[config.mk]
export PLATFORM = sky130hd
export DESIGN_NAME = asr_host
export DESIGN_NICKNAME = d
export VERILOG_FILES = /design/src/hw/asr_host.v
export VERILOG_INCLUDE_DIRS = /design/src /design/src/hw
export SDC_FILE = /design/constraint.sdc
export NUM_CORES = 1
export LEC_CHECK = 0
export BUFFER_PORTS_ARGS = -buffer_cell sky130_fd_sc_hd__buf_2
export CORE_AREA = 2 2 87 89
export DETAILED_ROUTE_END_ITERATION = 8
export DIE_AREA = 0 0 89 91
export PLACE_DENSITY = 0.8
export SYNTH_ARGS = -nofsm -noshare
export SYNTH_HDL_FRONTEND = slang
export SYNTH_SLANG_ARGS = --single-unit
[constraint.sdc]
create_clock -name mclk -period 4.3 [get_ports mclk]
set_input_delay 0 -clock mclk [delete_from_list [all_inputs] [get_ports mclk]]
set_output_delay 0 -clock mclk [all_outputs]
set_load 0.005 [all_outputs]
[src/hw/asr_defines.vh]
// Purpose: timing and width constants for the static memory host controller
// Assumes: 100 MHz mclk, slower speed grade timings used throughout
// Notes: all counts are in mclk cycles derived from ns figures, the recovery count from the ms figure
`ifndef ASR_DEFINES_VH
`define ASR_DEFINES_VH
`define ASR_CLK_NS 10
`define ASR_ADDR_W 18
`define ASR_DATA_W 8
// slower grade figures
`define ASR_T_ACC_NS 70
`define ASR_T_OE_ACC_NS 35
`define ASR_T_DIS_NS 25
`define ASR_T_WP_NS 55
`define ASR_T_DSU_NS 30
`define ASR_T_ASU_NS 65
`define ASR_T_CYC_NS 70
`define ASR_T_REC_PD_MS 5
// least times round up
`define ASR_ACC_CYC ((`ASR_T_ACC_NS + `ASR_CLK_NS - 1) / `ASR_CLK_NS)
`define ASR_DIS_CYC ((`ASR_T_DIS_NS + `ASR_CLK_NS - 1) / `ASR_CLK_NS)
`define ASR_WP_CYC ((`ASR_T_ASU_NS + `ASR_CLK_NS - 1) / `ASR_CLK_NS)
`define ASR_REC_PD_CYC (`ASR_T_REC_PD_MS * 1000000 / `ASR_CLK_NS)
`define ASR_CNT_W 8
`endif

[src/hw/asr_host.v]
// Purpose: host controller driving an asynchronous 256k x 8 static memory
// Assumes: single mclk at 100 MHz; pin inputs synchronous to mclk
// Notes: one access at a time; req taken only while ready is high
// a read holds oe low for the full address access time, then waits out the bus release
// a write drops the strobe together with the selects, so the memory never drives during it
// pd_exit aborts any access in flight and restarts the recovery wait
// limitation: slower speed grade only; a fast grade part simply runs with margin
// trade-off: whole-cycle counts cost up to one cycle per phase against exact ns figures
// the strobe ends a normal write, selects and data one cycle later as hold; pd_exit releases all of them on one edge
`include "asr_defines.vh"
`timescale 1ns/1ps
`default_nettype none
module asr_host #(
  parameter REC_PD_CYC = `ASR_REC_PD_CYC
) (
  // clock and reset
  input wire mclk,
  input wire rst,
  // user side
  input wire req,
  input wire req_write,
  input wire [`ASR_ADDR_W-1:0] req_addr,
  input wire [`ASR_DATA_W-1:0] req_wdata,
  input wire pd_exit,
  output reg ready,
  output reg rd_valid,
  output reg [`ASR_DATA_W-1:0] rd_data,
  // memory pins
  output reg [`ASR_ADDR_W-1:0] mem_addr,
  output reg select_low_active_n,
  output reg select_high_active,
  output reg mem_we_n,
  output reg mem_oe_n,
  input wire [`ASR_DATA_W-1:0] mem_dq_in,
  output reg [`ASR_DATA_W-1:0] mem_dq_out,
  output reg mem_dq_oe
);
  // ==========================================================
  // state codes, one bit per state
  localparam [5:0] ST_WAIT = 6'h01;
  localparam [5:0] ST_IDLE = 6'h02;
  localparam [5:0] ST_RD = 6'h04;
  localparam [5:0] ST_RD_END = 6'h08;
  localparam [5:0] ST_WR = 6'h10;
  localparam [5:0] ST_WR_END = 6'h20;
  // ==========================================================
  // timing counts, cut on purpose to the counter width
  localparam [31:0] ACC_FULL = `ASR_ACC_CYC;
  localparam [31:0] DIS_FULL = `ASR_DIS_CYC;
  localparam [31:0] WP_FULL = `ASR_WP_CYC;
  localparam [31:0] REC_FULL = REC_PD_CYC;
  localparam [`ASR_CNT_W-1:0] ACC_CYC = ACC_FULL[`ASR_CNT_W-1:0];
  localparam [`ASR_CNT_W-1:0] DIS_CYC = DIS_FULL[`ASR_CNT_W-1:0];
  localparam [`ASR_CNT_W-1:0] WP_CYC = WP_FULL[`ASR_CNT_W-1:0];
  localparam [`ASR_CNT_W-1:0] ONE = 8'h01;
  // 23 bits cover the 5 ms wait at 100 MHz with room to spare
  localparam [22:0] REC_LD = REC_FULL[22:0];

  // ==========================================================
  // state registers
  reg [5:0] state_q;
  reg [`ASR_CNT_W-1:0] cnt_q;
  reg [22:0] pd_cnt_q;

  // ==========================================================
  // count decode, shared by the read, bus release and write states; the recovery wait tests pd_cnt_q itself
  function cnt_zero;
    input [`ASR_CNT_W-1:0] c;
    begin
      cnt_zero = (c == 8'h00);
    end
  endfunction

  // ==========================================================
  // access sequencer
  always @(posedge mclk or posedge rst) begin
    if (rst) begin
      // pins idle: memory deselected, bus released
      state_q <= ST_WAIT;
      cnt_q <= 8'h00;
      pd_cnt_q <= 23'h000000;
      ready <= 1'b0;
      rd_valid <= 1'b0;
      rd_data <= 8'h00;
      mem_addr <= 18'h00000;
      select_low_active_n <= 1'b1;
      select_high_active <= 1'b0;
      mem_we_n <= 1'b1;
      mem_oe_n <= 1'b1;
      mem_dq_out <= 8'h00;
      mem_dq_oe <= 1'b0;
    end else begin
      // rd_valid is a one-cycle pulse
      rd_valid <= 1'b0;
      if (pd_exit) begin
        // recovery wait
        // a write cut here ends with strobe, selects and data released on the same edge
        state_q <= ST_WAIT;
        pd_cnt_q <= REC_LD;
        ready <= 1'b0;
        select_low_active_n <= 1'b1;
        select_high_active <= 1'b0;
        mem_we_n <= 1'b1;
        mem_oe_n <= 1'b1;
        mem_dq_oe <= 1'b0;
      end else begin
        case (state_q)
          ST_WAIT: begin
            // recovery count runs out before the first access
            if (pd_cnt_q == 23'h000000) begin
              state_q <= ST_IDLE;
              ready <= 1'b1;
            end else begin
              pd_cnt_q <= pd_cnt_q - 23'h000001;
            end
          end
          ST_IDLE: begin
            if (req) begin
              ready <= 1'b0;
              mem_addr <= req_addr;
              select_low_active_n <= 1'b0;
              select_high_active <= 1'b1;
              if (req_write) begin
                mem_we_n <= 1'b0;
                mem_oe_n <= 1'b1;
                mem_dq_out <= req_wdata;
                mem_dq_oe <= 1'b1;
                cnt_q <= WP_CYC - ONE;
                state_q <= ST_WR;
              end else begin
                mem_dq_oe <= 1'b0;
                // output enable time lies inside the address access time
                mem_oe_n <= 1'b0;
                cnt_q <= ACC_CYC - ONE;
                state_q <= ST_RD;
              end
            end
          end
          ST_RD: begin
            // no margin beyond the access time: sampled exactly when it has run out
            if (cnt_zero(cnt_q)) begin
              rd_data <= mem_dq_in;
              rd_valid <= 1'b1;
              mem_oe_n <= 1'b1;
              select_low_active_n <= 1'b1;
              select_high_active <= 1'b0;
              cnt_q <= DIS_CYC - ONE;
              state_q <= ST_RD_END;
            end else begin
              cnt_q <= cnt_q - ONE;
            end
          end
          ST_RD_END: begin
            if (cnt_zero(cnt_q)) begin
              state_q <= ST_IDLE;
              ready <= 1'b1;
            end else begin
              cnt_q <= cnt_q - ONE;
            end
          end
          ST_WR: begin
            // address and selects stand unchanged while the strobe is low
            if (cnt_zero(cnt_q)) begin
              mem_we_n <= 1'b1;
              state_q <= ST_WR_END;
            end else begin
              cnt_q <= cnt_q - ONE;
            end
          end
          ST_WR_END: begin
            // data and address held one cycle past strobe rise
            select_low_active_n <= 1'b1;
            select_high_active <= 1'b0;
            mem_dq_oe <= 1'b0;
            state_q <= ST_IDLE;
            ready <= 1'b1;
          end
          default: begin
            // an illegal one-hot code parks the pins, then waits out a bus release
            select_low_active_n <= 1'b1;
            select_high_active <= 1'b0;
            mem_we_n <= 1'b1;
            mem_oe_n <= 1'b1;
            mem_dq_oe <= 1'b0;
            ready <= 1'b0;
            cnt_q <= DIS_CYC - ONE;
            state_q <= ST_RD_END;
          end
        endcase
      end
    end
  end
endmodule // asr_host
`default_nettype wire

==> results of run 1 <==
## worst register-to-register path, stage by stage (launching register included)
cell and delay, ns:
dfrtp_1 0.52, nor4_4 0.42, and4bb_1 0.31, and2_1 0.93, nand2_8 0.16, mux2_4 0.35
## synthesized netlist by cell type (5+ instances only)
master / instances / area share
nor2_1: 31 / 0.029
dfrtp_1: 74 / 0.47
buf_2: 6 / 0.0076
clkbuf_1: 6 / 0.0057
nand3_1: 6 / 0.0076
buf_6: 6 / 0.017
nor3_1: 11 / 0.014
mux2_1: 19 / 0.054
inv_1: 11 / 0.010
nand2_1: 17 / 0.016
and2_1: 5 / 0.0079
xor2_1: 12 / 0.027
nor4_1: 5 / 0.0079
nor2b_1: 6 / 0.0095
a21oi_1: 11 / 0.014
nand4_1: 6 / 0.0095
nor3b_1: 5 / 0.0095
o21ai_0: 14 / 0.018
nor4_2: 5 / 0.016
mux2_4: 8 / 0.030
o211ai_1: 6 / 0.011
o22ai_1: 5 / 0.0079
mux2_2: 10 / 0.028
## sequential cells by signal, indices dropped and copies added (netlist names), 6 cells and up
register	flops
pd_cnt_q	23
cnt_q	8
rd_data	8
state_q	6
mem_addr	18
mem_dq_out	8
## final timing paths
kind / startpoint / endpoint / slack [ns] / cells after the start
worst min register to register: select_low_active_n / select_low_active_n / 0.48 / 2
max in group asynchronous: rst / select_low_active_n / 2.86 / 4
min in group asynchronous: rst / mem_addr[4] / 0.41 / 3
worst min-delay path: req / state_q[1] / 0.06 / 4
worst max-delay path: state_q[3] / mem_dq_out[0] / 1.50 / 5
worst max register to register: state_q[3] / mem_dq_out[0] / 1.50 / 5
## layer usage
metal,track usage,vias to the layer above,routed length (µm)
met1,0.3161,1627,3757
met3,0.05727,20,451
met2,0.4459,101,5316
met4,0.08706,0,216
li1,-,1499,-
met5,0,-,0
## final cells by class
cell class | instances | share of cell area
Clock buffer | 10 | 0.02789
Clock inverter | 6 | 0.01902
Inverter | 11 | 0.008367
Multi-Input combinational cell | 244 | 0.3684
Sequential cell | 78 | 0.3966
Tap cell | 99 | 0.02510
Timing Repair Buffer | 116 | 0.1547
## stage by stage
stage | power (mW) | hold slack [ns] | instance area, µm² | setup slack [ns]
floorplan | 1.630 | 0.1342 | 3951 | 2.312
global placement | 1.821 | 0.2161 | 4343 | 1.622
detailed placement | 1.871 | 0.2207 | 4343 | 1.516
CTS | 2.528 | 0.03627 | 4935 | 1.522
global route | 2.706 | 0.07686 | 4935 | 1.326
finish | 2.544 | 0.06350 | 4935 | 1.496
## report_power, final
group          total (mW)  internal [mW]  switching [mW]
registers            1.07          0.911           0.160
clock network       0.638          0.348           0.290
logic               0.835          0.402           0.433
## cells by family after synthesis
kind of cell    synth area share
fa+ha+maj               0.009501
mux                       0.1206
simple gates              0.1903
compound gates            0.1086
flops                     0.4953
buf+inv                  0.04465
xor+xnor                 0.03103
==> results.toml, run 1 <==
[status]
status = "finished, final reports clean"

[floorplanning]
ios = 80
die_height_um = 91
dieArea_um2 = 8099
fp.dieW_um = 89
start_util = 0.5536
rows = 31
core_um2 = 7137

[cts]
ctsHoldBuffers = 36
cts_buffer_depth = 2
clkTransAtPathRegs_ns = 0.08
clock-sinks = 78
clk_latency_ns = 0.36
post_cts_resized = 0
cts_buffers = 9
root_buffer = "clkbuf_8"
htree_num_levels = 3
cts_tree = "done"
cts_setup_buffers = 0

[global_routing]
grt_pass1_vias = 3260
antenna_found_initial = 0
track_usage = 0.2587
grt_max_degree = 48
grt_pass1_wl_um = 16110
gr-total-overflow = 0

[place]
place.gp.congestion = 0.8707
port_buffers = 79
dpl.cell_count = 512
hpwl_um = 5882

[route]
vias_per_cell = 5.757
ant_nets = 0
drtIter0Drc = 168
drt-pass1-iter-count = 5
drc = 0
wl_um = 9742
vias = 3247
wire_per_inst_um = 17.27

[synth]
avgSynthCellArea_um2 = 11.16
synth_cell_type_count = 62
syn_nets = 396
synth_top_flop_cell = "dfrtp_1"
ys_seq_elements = 78
ys_async_sr_fraction = 1.000
synth_edf_count = 0
synthCells = 354
ys_seq_area_frac = 0.4953
netlist_area_um2 = 3951
synth_warnings = 0

[critical_path]
cp.arrival_ns = 3.04
max_stage_delay_ns = 0.93
path_delay_family = "simple AND/OR/NAND/NOR gates"
cp_cell_sequence = "nor4_4, and4bb_1, and2_1, nand2_8, mux2_4"
slowest_stage = "and2_1"
required_ns = 4.54
cp-end-kind = "flip-flop"
worstSetupStartpointType = "flip-flop"
path_class = "reg -> reg"
critPathBufInv = 0
path_max_fanout = 22

[final_layout]
num-fill-cells = 516
seq_area_um2 = 1957
final_layout_size_suffix_gt1_frac = 0.2903
layout_commonest_cell = "buf_2"
final_core_util = 0.6914
final_cells = 564
final_nets = 502
final_cell_mix = "79 x buf_2, 74 x dfrtp_1, 36 x dlygate4sd3_1"
n_antenna_cell = 0
syn_to_final_growth_pct = 24.89
multiInputGateArea_um2 = 1818

[timing]
slew_violations = 0
worst_pin_slew_ns = 1.170
finalSetupViolations = 0
fmax_ghz = 0.3567
finalHoldViolCount = 0
rsz0062_at_grt = "false"
fin_crit_sh = 0.6520
slew_headroom = 0.2203
min_period_ns = 2.804
finalSetupTns_ns = 0
skew_ns = 0.01445

[run]
drv_cap = 0

[power_and_ir_drop]
p_per_area_nw_per_um2 = 515.6
p_leak_nw = 2.330
ir_drop_v = 0.0003062

[worst_hold_path]
hold_path_class = "in -> reg"
Power figures use the tool's default switching activity.
==> run 2: changes to the inputs <==
- ABC_AREA: unset -> 1
- CORE_AREA: 2 2 87 89 -> 2 2 89 91
- DIE_AREA: 0 0 89 91 -> 0 0 91 93
- PLACE_DENSITY: 0.8 -> 0.78
- clock period: 4.3 -> 2.7 ns (I/O delays scaled with it)
==> results.toml, run 2 <==
[final_layout]
final_cell_mix = "188 x nand2_1, 79 x buf_2, 74 x dfrtp_1"
largestRegisters = "pd_cnt_q (23), mem_addr (18)"
largest_reg_flops = 23
multiInputGateArea_um2 = 1790
n_antenna_cell = 0
num-fill-cells = 621
final_layout_size_suffix_gt1_frac = 0.2022
layout_commonest_cell = "nand2_1"
final_core_util = 0.6720
syn_to_final_growth_pct = 26.62
largest-register = "pd_cnt_q"
seq_area_um2 = 1957
final_nets = 685

[place]
port_buffers = 79
place.gp.congestion = 0.9780
hpwl_um = 6426

[synth]
synthCells = 524
ys_async_sr_fraction = 1.000
netlist_area_um2 = 3995
ys_seq_area_frac = 0.4898
synth_cell_type_count = 33
netlist_top_cells_area = "dfrtp_1 46%, nand2_1 18%, nand3_1 7.3%"
synth.most_common_cell = "nand2_1"
synth_top_area_frac = 0.4635
synth_top_flop_cell = "dfrtp_1"
avgSynthCellArea_um2 = 7.624
synth_edf_count = 0
synth_warnings = 0
syn_nets = 566
synth_top_cell_by_area = "dfrtp_1"
ys_seq_elements = 78
synthTopCellsByCount = "188 x nand2_1, 74 x dfrtp_1, 60 x nor2_1, 58 x nand3_1, 44 x inv_1"

[floorplanning]
start_util = 0.5308
rows = 32
ios = 80
dieArea_um2 = 8463
die_height_um = 93
core_um2 = 7527
fp.dieW_um = 91

[global_routing]
grt_pass1_vias = 3701
grt_pass1_wl_um = 16730
track_usage = 0.2450
antenna_found_initial = 0
grt_max_degree = 37
gr-total-overflow = 0

[cts]
clk_latency_ns = 0.36
cts_buffers = 9
cts_buffer_depth = 2
cts_tree = "done"
clock-sinks = 78
root_buffer = "clkbuf_8"
post_cts_resized = 0
htree_num_levels = 3
clkTransAtPathRegs_ns = 0.08

[power_and_ir_drop]
p_leak_nw = 2.716
ir_drop_v = 0.0004633
p_per_area_nw_per_um2 = 824.4

[critical_path]
critPathBufInv = 1
r2r_slack_ns = 0.76
slowest_stage = "dfrtp_1"
cpMostUsedCell = "nand2_1"
path_class = "reg -> reg"
cp.arrival_ns = 2.19
worstSetupStartpointType = "flip-flop"
cp_cell_sequence = "nor2_2, nand3_2, inv_1, nand2_1, nor2_2, nand2_1, nand2_1, nand2_1"
cp-end-kind = "flip-flop"
required_ns = 2.95
max_stage_delay_ns = 0.40
path_delay_family = "simple AND/OR/NAND/NOR gates"
path_max_fanout = 11

[timing]
slew_violations = 0
fmax_ghz = 0.5165
slew_headroom = 0.4893
rsz0062_at_grt = "false"
finalSetupViolations = 0
min_period_ns = 1.936
worst_pin_slew_ns = 0.7650
fin_crit_sh = 0.7171
finalSetupTns_ns = 0
whs_ns = 0.06288
skew_ns = 0.01135
finalHoldViolCount = 0

[route]
drtIter0Drc = 255
wl_um = 9818
ant_nets = 0
vias = 3832
drc = 0
vias_per_cell = 5.109
drt-pass1-iter-count = 5
wire_per_inst_um = 13.09

[run]
drv_cap = 0

[status]
status = "finished, final reports clean"

[worst_hold_path]
hold_path_class = "in -> reg"
[run 2: cell count changes after synthesis, sizes merged, moves of 6 or more]
cell    delta
o211ai     -6
nor4      -10
nand2    +176
nor2      +40
inv       +38
nand3     +55
a21oi     -10
mux2      -37
nor3      -10
nor2b      -6
buf        -8
[run 2: report_power, final]
group,leakage [nW],internal [mW],switching [mW]
clock network,0.0931,0.433,0.454
registers,1.00,1.48,0.211
logic,1.62,0.611,0.982
[run 2: what timing repair did]
item,in CTS,in global routing
hold buffers,36,0
endpoints found under the hold margin,68,0
setup buffers,0,0
[run 2: logic make-up after synthesis]
family                     count (synthesis)  synth area share
AOI/OAI and AO/OA                         25           0.03414
xor gates and xnor gates                  14           0.03069
adders and majority gates                  3          0.009397
buffers and inverters                     60           0.06201
DFF                                       78            0.4898
and+or+nand+nor                          344            0.3739
[run 2: final timing paths]
| path | endpoint | startpoint | cells after the start |
|---|---|---|---|
| hold reg to reg | mem_we_n | mem_we_n | 2 |
| setup reg to reg | mem_dq_out[1] | state_q[2] | 8 |
| hold / removal | state_q[3] | pd_exit | 4 |
| max in group asynchronous | mem_oe_n | rst | 4 |
| setup / recovery | mem_dq_out[1] | state_q[2] | 8 |
| min in group asynchronous | mem_addr[8] | rst | 3 |
[run 2: layer usage]
metal,track usage,up-vias,routed length [µm]
met5,0,-,0
met4,0.09217,0,214
met3,0.05318,21,456
met2,0.4235,116,4952
met1,0.3027,1805,4194
li1,-,1890,-
[run 2: layout make-up]
type / instances / area share
clock inverter: 6 / 0.01410
inverter: 49 / 0.03685
multi-input combinational: 386 / 0.3539
timing repair buffer: 119 / 0.1578
sequential: 78 / 0.3868
clock buffer: 10 / 0.02523
tap: 102 / 0.02523
[run 2: worst reg2reg max path, stage by stage (launching register included)]
cell	delay (ns)
dfrtp_1	0.40
nor2_2	0.25
nand3_2	0.19
inv_1	0.11
nand2_1	0.07
nor2_2	0.35
nand2_1	0.27
nand2_1	0.12
nand2_1	0.06
[run 2: metrics by stage]
stage / std cells / total power, mW / setup slack, ns / cell area, µm²
2_1_floorplan: 524 / 2.775 / 0.7116 / 3995
3_3_place_gp: 698 / 3.185 / 0.9272 / 4499
3_5_place_dp: 698 / 3.242 / 0.8394 / 4499
4_1_cts: 750 / 4.172 / 0.8209 / 5059
5_1_grt: 750 / 4.487 / 0.5899 / 5059
6_report: 750 / 4.170 / 0.7640 / 5059
